`src/pkg/adctp_pkg.sv`:
```
// ==========
// Constants shared by the pattern and sleep control block.
// ==========
package adctp_pkg;

    // ==========
    // Register addresses as carried in the address word.
    // ==========
    localparam logic [7:0] ADDR_MODE     = 8'h01;
    localparam logic [7:0] ADDR_SLEEP    = 8'h37;
    localparam logic [7:0] ADDR_PAT_CTL  = 8'h3C;
    localparam logic [7:0] ADDR_PAT_VAL  = 8'h3D;
    localparam logic [7:0] ADDR_PAT_ALT  = 8'h3E;

    // ==========
    // Serial frame layout and register fields.
    // ==========
    localparam int          ADDR_BITS    = 8;
    localparam int          DATA_BITS    = 16;
    localparam int          FRAME_BITS   = ADDR_BITS + DATA_BITS;
    localparam int          RW_BIT       = 7;
    localparam int          HIGH_PERF_BIT = 1;
    localparam int          PAT_EN_BIT   = 15;
    localparam int          SMP_MSB      = 13;
    localparam int          SMP_LSB      = 2;
    localparam int          SMP_BITS     = 12;
    localparam logic [15:0] MODE_RESET   = 16'h0002;
    localparam logic [15:0] SLEEP_RESET  = 16'h0000;
    localparam logic [15:0] PAT_RESET    = 16'h0000;
    localparam logic [15:0] READ_NONE    = 16'h0000;

    // ==========
    // Low-power state selection held in the sleep register.
    // ==========
    localparam logic [1:0]  PM_SHUTDOWN  = 2'h0;
    localparam logic [1:0]  PM_STANDBY   = 2'h1;
    localparam logic [1:0]  PM_DEEP      = 2'h2;
    localparam logic [1:0]  PM_LIGHT     = 2'h3;

    // ==========
    // Wake-up cycle counts at the 8 ns reference clock.
    // ==========
    localparam int  SHUTDOWN_CYC   = 312500;  // Full shutdown, 2.5 ms.
    localparam int  STANDBY_CYC    = 12500;   // Stand-by, 100 us.
    localparam int  DEEP_CYC       = 2500;    // Deep sleep, 20 us.
    localparam int  LIGHT_CYC      = 250;     // Light sleep, 2 us.
    localparam int  WAKE_CNT_W     = 19;

    // ==========
    // Power state machine, Gray coded along active, sleep, wake.
    // ==========
    typedef enum logic [1:0] {
        ST_ACTIVE = 2'b00,
        ST_SLEEP  = 2'b01,
        ST_WAKE   = 2'b11
    } adctp_power_type;

endpackage : adctp_pkg

```
`src/hw/adctp_fifo.sv`:
```
`timescale 1ns/1ps
// ==========
// Synchronous FIFO with valid and ready on both sides.
// ==========
module adctp_fifo #(
    parameter int WIDTH = 24,
    parameter int DEPTH = 8
) (
    input  wire logic             ref_clk,
    input  wire logic             rst_n,
    input  wire logic             in_valid,
    output logic                  in_ready,
    input  wire logic [WIDTH-1:0] in_data,
    output logic                  out_valid,
    input  wire logic             out_ready,
    output logic      [WIDTH-1:0] out_data
);
    localparam int PW = $clog2(DEPTH);

    logic [WIDTH-1:0] mem_reg [DEPTH];
    logic [PW-1:0]    wr_ptr_reg;
    logic [PW-1:0]    wr_ptr_next;
    logic [PW-1:0]    rd_ptr_reg;
    logic [PW-1:0]    rd_ptr_next;
    logic [PW:0]      count_reg;
    logic [PW:0]      count_next;
    logic             push;
    logic             pop;

    // Flags come from the count, so full and empty are never guessed.
    assign in_ready  = (count_reg != (PW+1)'(DEPTH));
    assign out_valid = (count_reg != '0);
    assign out_data  = mem_reg[rd_ptr_reg];
    assign push      = in_valid & in_ready;
    assign pop       = out_valid & out_ready;

    // ==========
    // Pointer and count update.
    // ==========
    always_comb
    begin
        wr_ptr_next = wr_ptr_reg;
        rd_ptr_next = rd_ptr_reg;
        count_next  = count_reg;
        if (push)
            wr_ptr_next = (wr_ptr_reg == PW'(DEPTH - 1)) ? '0 : wr_ptr_reg + PW'(1);
        if (pop)
            rd_ptr_next = (rd_ptr_reg == PW'(DEPTH - 1)) ? '0 : rd_ptr_reg + PW'(1);
        if (push && !pop)
            count_next = count_reg + (PW+1)'(1);
        else if (pop && !push)
            count_next = count_reg - (PW+1)'(1);
    end

    always_ff @(posedge ref_clk or negedge rst_n)
    begin
        if (!rst_n)
        begin
            wr_ptr_reg <= '0;
            rd_ptr_reg <= '0;
            count_reg  <= '0;
        end
        else
        begin
            wr_ptr_reg <= wr_ptr_next;
            rd_ptr_reg <= rd_ptr_next;
            count_reg  <= count_next;
        end
    end

    // Storage needs no reset; it is read only where the count says valid.
    always_ff @(posedge ref_clk)
    begin
        if (push)
            mem_reg[wr_ptr_reg] <= in_data;
    end

endmodule : adctp_fifo

```
`src/hw/adctp_ctrl.sv`:
```
`timescale 1ns/1ps
// Function
// RULE_01 - Sleep register at 0x37 selects shutdown, stand-by, deep or light sleep.
// RULE_02 - Low enable pin enters selected sleep state; high enable runs normally.
// RULE_03 - After enable rises, output is valid within the chosen state's wake time.
// RULE_04 - Software clears mode bit one of register 0x01 before choosing a pattern.
// RULE_05 - Software writes all three pattern registers for every pattern choice.
// RULE_06 - Pattern words give all-zero or all-one samples as listed.
// RULE_07 - Pattern words give alternating 0xAAA/0x555 or 0xFFF/0x000 samples.
// RULE_08 - Custom constant: control top bits 10, sample in bits 13:2 of 0x3D.
// RULE_09 - For normal output, software sets mode bit one and zeroes pattern registers.
// RULE_10 - Each serial transfer is an 8-bit address word then a 16-bit data word.
// RULE_11 - Selected pattern replaces samples on both channels with unchanged bus timing; pattern words go in whenever the block is active and the FIFO has room.
module adctp_ctrl
    import adctp_pkg::*;
#(
    parameter int SHUTDOWN_WAKE_CYC = SHUTDOWN_CYC,
    parameter int STANDBY_WAKE_CYC  = STANDBY_CYC,
    parameter int FIFO_DEPTH        = 8
) (
    input  wire logic                ref_clk,
    input  wire logic                rst_n,
    input  wire logic                serial_select_n,
    input  wire logic                serial_clk,
    input  wire logic                serial_data_in,
    output logic                     serial_data_out,
    output logic                     serial_data_oe,
    input  wire logic                enable_pin,
    input  wire logic [SMP_BITS-1:0] chan_a_sample,
    input  wire logic [SMP_BITS-1:0] chan_b_sample,
    input  wire logic                sample_valid,
    output logic      [SMP_BITS-1:0] out_chan_a,
    output logic      [SMP_BITS-1:0] out_chan_b,
    output logic                     out_valid,
    input  wire logic                out_ready,
    output logic                     sleep_active,
    output logic                     pattern_active
);
    localparam int FW = 2 * SMP_BITS;

    // ==========
    // Pin synchronisers: two flops each, then a third stage for edges.
    // ==========
    logic [3:0] sync1_reg;
    logic [3:0] sync2_reg;
    logic       sclk_prev_reg;
    logic       sel_n_s;
    logic       sclk_s;
    logic       din_s;
    logic       en_s;
    logic       sclk_rise;
    logic       sclk_fall;

    always_ff @(posedge ref_clk or negedge rst_n)
    begin
        if (!rst_n)
        begin
            // Select and enable reset to their idle levels, so release brings no false sleep.
            sync1_reg     <= 4'h9;
            sync2_reg     <= 4'h9;
            sclk_prev_reg <= 1'b0;
        end
        else
        begin
            sync1_reg     <= {enable_pin, serial_data_in, serial_clk, serial_select_n};
            sync2_reg     <= sync1_reg;
            sclk_prev_reg <= sync2_reg[1];
        end
    end

    assign sel_n_s   = sync2_reg[0];
    assign sclk_s    = sync2_reg[1];
    assign din_s     = sync2_reg[2];
    assign en_s      = sync2_reg[3];
    assign sclk_rise = !sel_n_s && sclk_s && !sclk_prev_reg;
    assign sclk_fall = !sel_n_s && !sclk_s && sclk_prev_reg;

    // ==========
    // Serial frame engine and register file.
    // ==========
    logic [FRAME_BITS-1:0] shift_reg;
    logic [FRAME_BITS-1:0] shift_next;
    logic [4:0]            bit_cnt_reg;
    logic [4:0]            bit_cnt_next;
    logic [DATA_BITS-1:0]  rd_shift_reg;
    logic [DATA_BITS-1:0]  rd_shift_next;
    logic                  sdo_reg;
    logic                  sdo_next;
    logic                  sdo_oe_reg;
    logic                  sdo_oe_next;
    logic [DATA_BITS-1:0]  mode_reg;
    logic [DATA_BITS-1:0]  mode_next;
    logic [DATA_BITS-1:0]  sleep_sel_reg;
    logic [DATA_BITS-1:0]  sleep_sel_next;
    logic [DATA_BITS-1:0]  pat_ctl_reg;
    logic [DATA_BITS-1:0]  pat_ctl_next;
    logic [DATA_BITS-1:0]  pat_val_reg;
    logic [DATA_BITS-1:0]  pat_val_next;
    logic [DATA_BITS-1:0]  pat_alt_reg;
    logic [DATA_BITS-1:0]  pat_alt_next;
    logic [ADDR_BITS-1:0]  addr_word;
    logic [ADDR_BITS-1:0]  reg_addr;
    logic [DATA_BITS-1:0]  wr_data;
    logic [DATA_BITS-1:0]  rd_data;
    logic                  rd_mode_reg;
    logic                  rd_mode_next;

    // The address word sits in the top of the frame; its top bit asks a read.
    assign addr_word = shift_reg[FRAME_BITS-2:DATA_BITS-1];
    assign reg_addr  = {1'b0, addr_word[RW_BIT-1:0]};
    assign wr_data   = {shift_reg[DATA_BITS-2:0], din_s};

    // Readback mux; the last address bit is still on the pin at the eighth edge.
    always_comb
    begin
        case ({1'b0, shift_reg[RW_BIT-2:0], din_s})
            ADDR_MODE:    rd_data = mode_reg;
            ADDR_SLEEP:   rd_data = sleep_sel_reg;
            ADDR_PAT_CTL: rd_data = pat_ctl_reg;
            ADDR_PAT_VAL: rd_data = pat_val_reg;
            ADDR_PAT_ALT: rd_data = pat_alt_reg;
            default:      rd_data = READ_NONE;
        endcase
    end

    // Frame progress: one bit per rising edge, read data on falling edges.
    always_comb
    begin
        shift_next     = shift_reg;
        bit_cnt_next   = bit_cnt_reg;
        rd_shift_next  = rd_shift_reg;
        sdo_next       = sdo_reg;
        sdo_oe_next    = sdo_oe_reg;
        mode_next      = mode_reg;
        sleep_sel_next = sleep_sel_reg;
        pat_ctl_next   = pat_ctl_reg;
        pat_val_next   = pat_val_reg;
        pat_alt_next   = pat_alt_reg;
        rd_mode_next   = rd_mode_reg;
        if (sel_n_s)
        begin
            // Deselect ends any frame, so a short frame never commits.
            bit_cnt_next = '0;
            sdo_oe_next  = 1'b0;
        end
        else if (sclk_rise && bit_cnt_reg < 5'(FRAME_BITS))
        begin
            shift_next   = {shift_reg[FRAME_BITS-2:0], din_s};
            bit_cnt_next = bit_cnt_reg + 5'h01;
            if (bit_cnt_reg == '0)
                rd_mode_next = din_s;                                      // [RULE_10]
            if (bit_cnt_reg == 5'(ADDR_BITS - 1))
                rd_shift_next = rd_data;                                   // [RULE_10]
            if (bit_cnt_reg == 5'(FRAME_BITS - 1) && !addr_word[RW_BIT])
            begin
                case (reg_addr)                                            // [RULE_10]
                    ADDR_MODE:    mode_next      = wr_data;
                    ADDR_SLEEP:   sleep_sel_next = wr_data;                // [RULE_01]
                    ADDR_PAT_CTL: pat_ctl_next   = wr_data;
                    ADDR_PAT_VAL: pat_val_next   = wr_data;
                    ADDR_PAT_ALT: pat_alt_next   = wr_data;
                    default:      mode_next      = mode_reg;
                endcase
            end
        end
        else if (sclk_fall && rd_mode_reg && bit_cnt_reg >= 5'(ADDR_BITS)
                 && bit_cnt_reg < 5'(FRAME_BITS))
        begin
            sdo_next      = rd_shift_reg[DATA_BITS-1];
            sdo_oe_next   = 1'b1;
            rd_shift_next = {rd_shift_reg[DATA_BITS-2:0], 1'b0};
        end
    end

    always_ff @(posedge ref_clk or negedge rst_n)
    begin
        if (!rst_n)
        begin
            shift_reg     <= '0;
            bit_cnt_reg   <= '0;
            rd_shift_reg  <= '0;
            sdo_reg       <= 1'b0;
            sdo_oe_reg    <= 1'b0;
            rd_mode_reg   <= 1'b0;
            mode_reg      <= MODE_RESET;
            sleep_sel_reg <= SLEEP_RESET;
            pat_ctl_reg   <= PAT_RESET;
            pat_val_reg   <= PAT_RESET;
            pat_alt_reg   <= PAT_RESET;
        end
        else
        begin
            shift_reg     <= shift_next;
            bit_cnt_reg   <= bit_cnt_next;
            rd_shift_reg  <= rd_shift_next;
            sdo_reg       <= sdo_next;
            sdo_oe_reg    <= sdo_oe_next;
            rd_mode_reg   <= rd_mode_next;
            mode_reg      <= mode_next;
            sleep_sel_reg <= sleep_sel_next;
            pat_ctl_reg   <= pat_ctl_next;
            pat_val_reg   <= pat_val_next;
            pat_alt_reg   <= pat_alt_next;
        end
    end

    assign serial_data_out = sdo_reg;
    assign serial_data_oe  = sdo_oe_reg;

    // ==========
    // Power state machine with wake-up timer.
    // ==========
    adctp_power_type        pstate_reg;
    adctp_power_type        pstate_next;
    logic [WAKE_CNT_W-1:0]  wake_cnt_reg;
    logic [WAKE_CNT_W-1:0]  wake_cnt_next;
    logic [WAKE_CNT_W-1:0]  wake_len;
    logic                   sleep_act_reg;
    logic                   sleep_act_next;

    // Wake length follows the selection in force when the pin rises.
    always_comb
    begin
        case (sleep_sel_reg[1:0])                                          // [RULE_03]
            PM_SHUTDOWN: wake_len = WAKE_CNT_W'(SHUTDOWN_WAKE_CYC);
            PM_STANDBY:  wake_len = WAKE_CNT_W'(STANDBY_WAKE_CYC);
            PM_DEEP:     wake_len = WAKE_CNT_W'(DEEP_CYC);
            PM_LIGHT:    wake_len = WAKE_CNT_W'(LIGHT_CYC);
            default:     wake_len = WAKE_CNT_W'(SHUTDOWN_WAKE_CYC);
        endcase
    end

    always_comb
    begin
        pstate_next    = pstate_reg;
        wake_cnt_next  = wake_cnt_reg;
        sleep_act_next = sleep_act_reg;
        case (pstate_reg)
            ST_ACTIVE:
            begin
                if (!en_s)
                begin
                    pstate_next    = ST_SLEEP;                             // [RULE_02]
                    sleep_act_next = 1'b1;
                end
            end
            ST_SLEEP:
            begin
                if (en_s)
                begin
                    pstate_next   = ST_WAKE;
                    wake_cnt_next = wake_len - WAKE_CNT_W'(1);             // [RULE_03]
                end
            end
            ST_WAKE:
            begin
                // Dropping the pin during wake goes straight back to sleep.
                if (!en_s)
                    pstate_next = ST_SLEEP;                                // [RULE_02]
                else if (wake_cnt_reg == '0)
                begin
                    pstate_next    = ST_ACTIVE;                            // [RULE_03]
                    sleep_act_next = 1'b0;
                end
                else
                    wake_cnt_next = wake_cnt_reg - WAKE_CNT_W'(1);
            end
            default:
            begin
                pstate_next    = ST_SLEEP;
                sleep_act_next = 1'b1;
            end
        endcase
    end

    always_ff @(posedge ref_clk or negedge rst_n)
    begin
        if (!rst_n)
        begin
            pstate_reg    <= ST_ACTIVE;
            wake_cnt_reg  <= '0;
            sleep_act_reg <= 1'b0;
        end
        else
        begin
            pstate_reg    <= pstate_next;
            wake_cnt_reg  <= wake_cnt_next;
            sleep_act_reg <= sleep_act_next;
        end
    end

    assign sleep_active = sleep_act_reg;

    // ==========
    // Pattern source and data path into the FIFO.
    // ==========
    logic                pat_sel;
    logic                pat_toggle;
    logic                phase_reg;
    logic                phase_next;
    logic                pat_on_reg;
    logic                pat_on_next;
    logic [SMP_BITS-1:0] pat_word;
    logic                push_valid;
    logic                push_ready;
    logic [FW-1:0]       push_data;
    logic                fifo_valid;
    logic [FW-1:0]       fifo_data;
    logic                fifo_pop;
    logic [FW-1:0]       out_data_reg;
    logic [FW-1:0]       out_data_next;
    logic                out_valid_reg;
    logic                out_valid_next;

    // Control top bit selects the pattern; a nonzero control middle field
    // makes it alternate between the two value registers, else it is constant.
    assign pat_sel    = pat_ctl_reg[PAT_EN_BIT];                           // [RULE_06]
    assign pat_toggle = (pat_ctl_reg[SMP_MSB:SMP_LSB] != '0);              // [RULE_07]
    assign pat_word   = (pat_toggle && phase_reg) ? pat_alt_reg[SMP_MSB:SMP_LSB] // [RULE_07]
                                                  : pat_val_reg[SMP_MSB:SMP_LSB]; // [RULE_08]

    // A pattern waits for FIFO room; live samples cannot stall and are lost.
    assign push_valid = (pstate_reg == ST_ACTIVE) && (pat_sel || sample_valid);
    assign push_data  = pat_sel ? {pat_word, pat_word}                     // [RULE_11]
                                : {chan_a_sample, chan_b_sample};
    assign fifo_pop   = fifo_valid && (!out_valid_reg || out_ready);

    always_comb
    begin
        phase_next     = phase_reg;
        pat_on_next    = pat_sel;
        out_data_next  = out_data_reg;
        out_valid_next = out_valid_reg;
        if (!pat_sel)
            phase_next = 1'b0;
        else if (push_valid && push_ready)
            phase_next = !phase_reg;                                       // [RULE_07]
        if (fifo_pop)
        begin
            out_data_next  = fifo_data;
            out_valid_next = 1'b1;
        end
        else if (out_ready)
            out_valid_next = 1'b0;
    end

    always_ff @(posedge ref_clk or negedge rst_n)
    begin
        if (!rst_n)
        begin
            phase_reg     <= 1'b0;
            pat_on_reg    <= 1'b0;
            out_data_reg  <= '0;
            out_valid_reg <= 1'b0;
        end
        else
        begin
            phase_reg     <= phase_next;
            pat_on_reg    <= pat_on_next;
            out_data_reg  <= out_data_next;
            out_valid_reg <= out_valid_next;
        end
    end

    adctp_fifo #(
        .WIDTH (FW),
        .DEPTH (FIFO_DEPTH)
    ) u_fifo (
        .ref_clk   (ref_clk),
        .rst_n     (rst_n),
        .in_valid  (push_valid),
        .in_ready  (push_ready),
        .in_data   (push_data),
        .out_valid (fifo_valid),
        .out_ready (fifo_pop),
        .out_data  (fifo_data)
    );

    assign out_chan_a     = out_data_reg[FW-1:SMP_BITS];
    assign out_chan_b     = out_data_reg[SMP_BITS-1:0];
    assign out_valid      = out_valid_reg;
    assign pattern_active = pat_on_reg;

endmodule : adctp_ctrl

```
`config.mk`:
```
export PLATFORM = sky130hd
export DESIGN_NAME = adctp_ctrl
export DESIGN_NICKNAME = d
export VERILOG_FILES = /design/src/pkg/adctp_pkg.sv /design/src/hw/adctp_fifo.sv /design/src/hw/adctp_ctrl.sv
export SDC_FILE = /design/constraint.sdc
export NUM_CORES = 1
export LEC_CHECK = 0
export BUFFER_PORTS_ARGS = -buffer_cell sky130_fd_sc_hd__buf_2
export CORE_MARGIN = 5
export CORE_UTILIZATION = 56
export CTS_CLUSTER_DIAMETER = 200
export DETAILED_ROUTE_END_ITERATION = 12
export PLACE_DENSITY = 0.71
export SLEW_MARGIN = 20
export SYNTH_ARGS = -nofsm -noshare
export SYNTH_HDL_FRONTEND = slang
export SYNTH_SLANG_ARGS = --single-unit
```
`constraint.sdc`:
```
create_clock -name ref_clk -period 10.6 [get_ports ref_clk]
set_input_delay 0 -clock ref_clk [delete_from_list [all_inputs] [get_ports ref_clk]]
set_output_delay 0 -clock ref_clk [all_outputs]
set_load 0.1 [all_outputs]
```
==> flow_summary.json <==
{
  "status": "finished clean",
  "setup_total_negative_slack_ns": 0,
  "syn2layout_area_growth_pct": 14.5,
  "power_density_nw_per_um2": 221,
  "finalWorstPathRequiredPeriod_ns": 3.46,
  "largest_reg_flops": 192,
  "max_clock_freq_mhz": 289,
  "worst_path_cell_with_the_longest_stage_delay": "nor3b_1",
  "drtIter0Drc": 778,
  "power.leakage_uw": 0.00744,
  "crit_path_cell_trace": "nand2_1 -> mux2i_1 -> ha_1 -> nor3b_1 -> nand4_1 -> nor4_1 -> a21oi_1 -> o22a_1",
  "grt_setup_unrepaired": "no",
  "globalplace.congestion": 0.830,
  "cts_buffers": 41,
  "antenna_violating_nets_post_route": 0,
  "synth.area.top_cells": "edfxtp_1 35%, dfrtp_1 29%, mux4_2 6.6%",
  "worst-endpoint-arrival_ns": 3.88,
  "clock_insertion_delay_worst_skew_ns": 0.54,
  "std_cell_rows": 62,
  "syn-num-nets": 1203,
  "library_cell_used_as_clock_root_buffer": "clkbuf_16",
  "cap_violations": 0,
  "hold_path_class": "primary input to flop",
  "tritoncts": "done",
  "io_pins": 61,
  "wl_per_cell_um": 21.2,
  "report.final.setup_viol": 0,
  "num_antenna_cells": 0,
  "nFillCells": 2089,
  "cts.path.max_buffers": 3,
  "syn-instance-count": 1153,
  "num_vias": 9746,
  "post-dp-hpwl_um": 20600,
  "totalWireLength_um": 35100,
  "yosys.area.top_type": "edfxtp_1",
  "post-layout-total-power_uw": 4160,
  "cp_data_required_time_ns": 11.02,
  "power.ir.vdd_worst_mv": 0.136,
  "synthDominantCellAreaShare_pct": 35.1,
  "layout-drive-gt1-share_pct": 24.0,
  "max-slew-margin-rel_pct": 30.4,
  "grt_first_pass_wirelength_um": 55800,
  "yosysWarnings": 0,
  "first_global_vias": 9833,
  "cts.reportedPaths.clkPinSlew_ns": 0.06,
  "fin_crit_sh_pct": 32.7,
  "synth_edf_count": 192,
  "detail_route.drc_violations": 0,
  "layout_common_cells": "192 x edfxtp_1, 188 x dfrtp_1, 136 x nand2_1, 75 x mux2_2, 67 x nor2_1",
  "cp_max_fo": 16,
  "final-max-slew-violation-count": 0,
  "hold_violations": 0,
  "synth.ff_latch_count": 387,
  "critPathKind": "flop to flop",
  "die-height_um": 181,
  "synth-seq-area-share_pct": 64.8,
  "finalNetCount": 1286,
  "layoutNonFillerInstCount": 1653,
  "holdWs_ns": 0.0239,
  "track_usage_pct": 21.4,
  "transition_at_the_pin_with_the_smallest_max_transition_slack_ns": 1.04,
  "floorplan.die_area_um2": 32900,
  "firstDrtPassIters": 5,
  "crit_family": "simple AND/OR/NAND/NOR gates",
  "power_switching_share_pct": 31.8,
  "p_switching_uw": 1320,
  "pin_count_of_the_biggest_net_entering_global_routing": 77,
  "cp-start-kind": "flop",
  "pwr-share-seq_pct": 42.1,
  "grt_overflow": 0,
  "crit_buf_inv": 0,
  "clock-skew-final_ns": 0.0222,
  "dieWidth_um": 181,
  "numPlacedInstances": 1549,
  "grt_antenna_before_repair": 0,
  "synthesis.area_per_instance_um2": 14.3,
  "critical_path.max_stage_delay_ns": 0.71,
  "intPower_uw": 2840,
  "ff2ff_setup_slack_ns": 7.14,
  "synthFlopType": "edfxtp_1",
  "power_frac_comb_pct": 23.9,
  "core_um2": 28900,
  "cts_h_tree_lvls": 2,
  "layout_commonest_cell": "edfxtp_1",
  "starting_density_of_the_core_pct": 57.0,
  "mappedNetlistArea_um2": 16400,
  "synth.distinct_cells": 63,
  "worst_setup_path_end_kind": "flop",
  "postSynth.asyncResetShare_pct": 50.4,
  "numPortBuffers": 60,
  "viasPerCell": 5.90,
  "share_of_total_power_in_the_clock_network_pct": 34.0,
  "clkSinkCount": 387
}
cells in the mapped netlist (4+ instances only):
master    instances
edfxtp_1        192
dfrtp_1         190
nand2_1         136
mux2_2           75
nor2_1           69
mux2i_1          53
mux4_2           48
clkbuf_1         47
a21oi_1          44
o21ai_0          32
o21a_1           26
inv_1            18
ha_1             17
a211oi_1         16
a22o_1           16
o31ai_1          15
nor3_1           14
buf_1            12
nor4_1           12
mux2_4           10
nand3_1          10
buf_2             8
xnor2_1           8
a31oi_1           5
dfstp_2           5
nor3b_1           5
and2_1            4
nor2b_1           4
o22a_1            4
xor2_1            4
timing repair:
| item | CTS | global route |
|---|---|---|
| setup buffers | 0 | 0 |
| resized for setup | 0 | 0 |
| hold buffers | 28 | 0 |
| endpoints found under the hold margin | 239 | 0 |
cell families after synthesis:
kind of cell    count (synthesis)  share of synthesized area (%)
mux                           186                           15.9
flops                         387                           64.8
simple gates                  284                           7.95
buf+inv                        87                           2.14
compound gates                179                           7.20
fa+ha+maj                      18                           1.42
xor+xnor                       12                          0.639
per-stage QoR:
stage / utilization (%) / setup WS [ns] / cell area, um^2
3_3_place_gp: 59.5 / 7.32 / 17200
5_1_grt: 65.2 / 6.82 / 18800
2_1_floorplan: - / 6.32 / 16400
4_1_cts: 65.2 / 7.16 / 18800
6_report: 65.2 / 7.14 / 18800
3_5_place_dp: 59.5 / 7.19 / 17200
worst paths after layout:
| check | from | to | cells after the start |
|---|---|---|---|
| max | pstate_reg[0] | wake_cnt_reg[18] | 8 |
| min | chan_a_sample[4] | u_fifo.mem_reg[0][16] | 2 |
| max reg2reg | pstate_reg[0] | wake_cnt_reg[18] | 8 |
| min reg2reg | sync1_reg[2] | sync2_reg[2] | 0 |
| max in group asynchronous | rst_n | rd_shift_reg[3] | 4 |
| min in group asynchronous | rst_n | out_data_reg[14] | 2 |
metal layers:
metal  wire length (um)  global-route usage [%]
met5                  0                       0
met4                594                    4.86
met3               1540                    2.84
met2              18000                    36.5
met1              15000                    29.6
power groups by stage:
stage	sequential [uW]	clock (uW)	combinational, uW
3_5_place_dp	1780	0	992
5_1_grt	1770	1510	1060
6_report	1750	1420	994
4_1_cts	1750	1450	1000
2_1_floorplan	2080	0	479
3_3_place_gp	1780	0	979
area by class of cell:
| type | instances | area [um^2] | area share [%] |
|---|---|---|---|
| inverters | 18 | 67.6 | 0.359 |
| repair buffers | 109 | 747 | 3.97 |
| clock buffers | 62 | 1240 | 6.57 |
| flip-flops and latches | 387 | 10700 | 56.6 |
| clock inverters | 14 | 123 | 0.652 |
| well taps | 384 | 480 | 2.55 |
| multi-input cells | 679 | 5510 | 29.3 |
No activity file was read; power rests on OpenSTA's default activity.
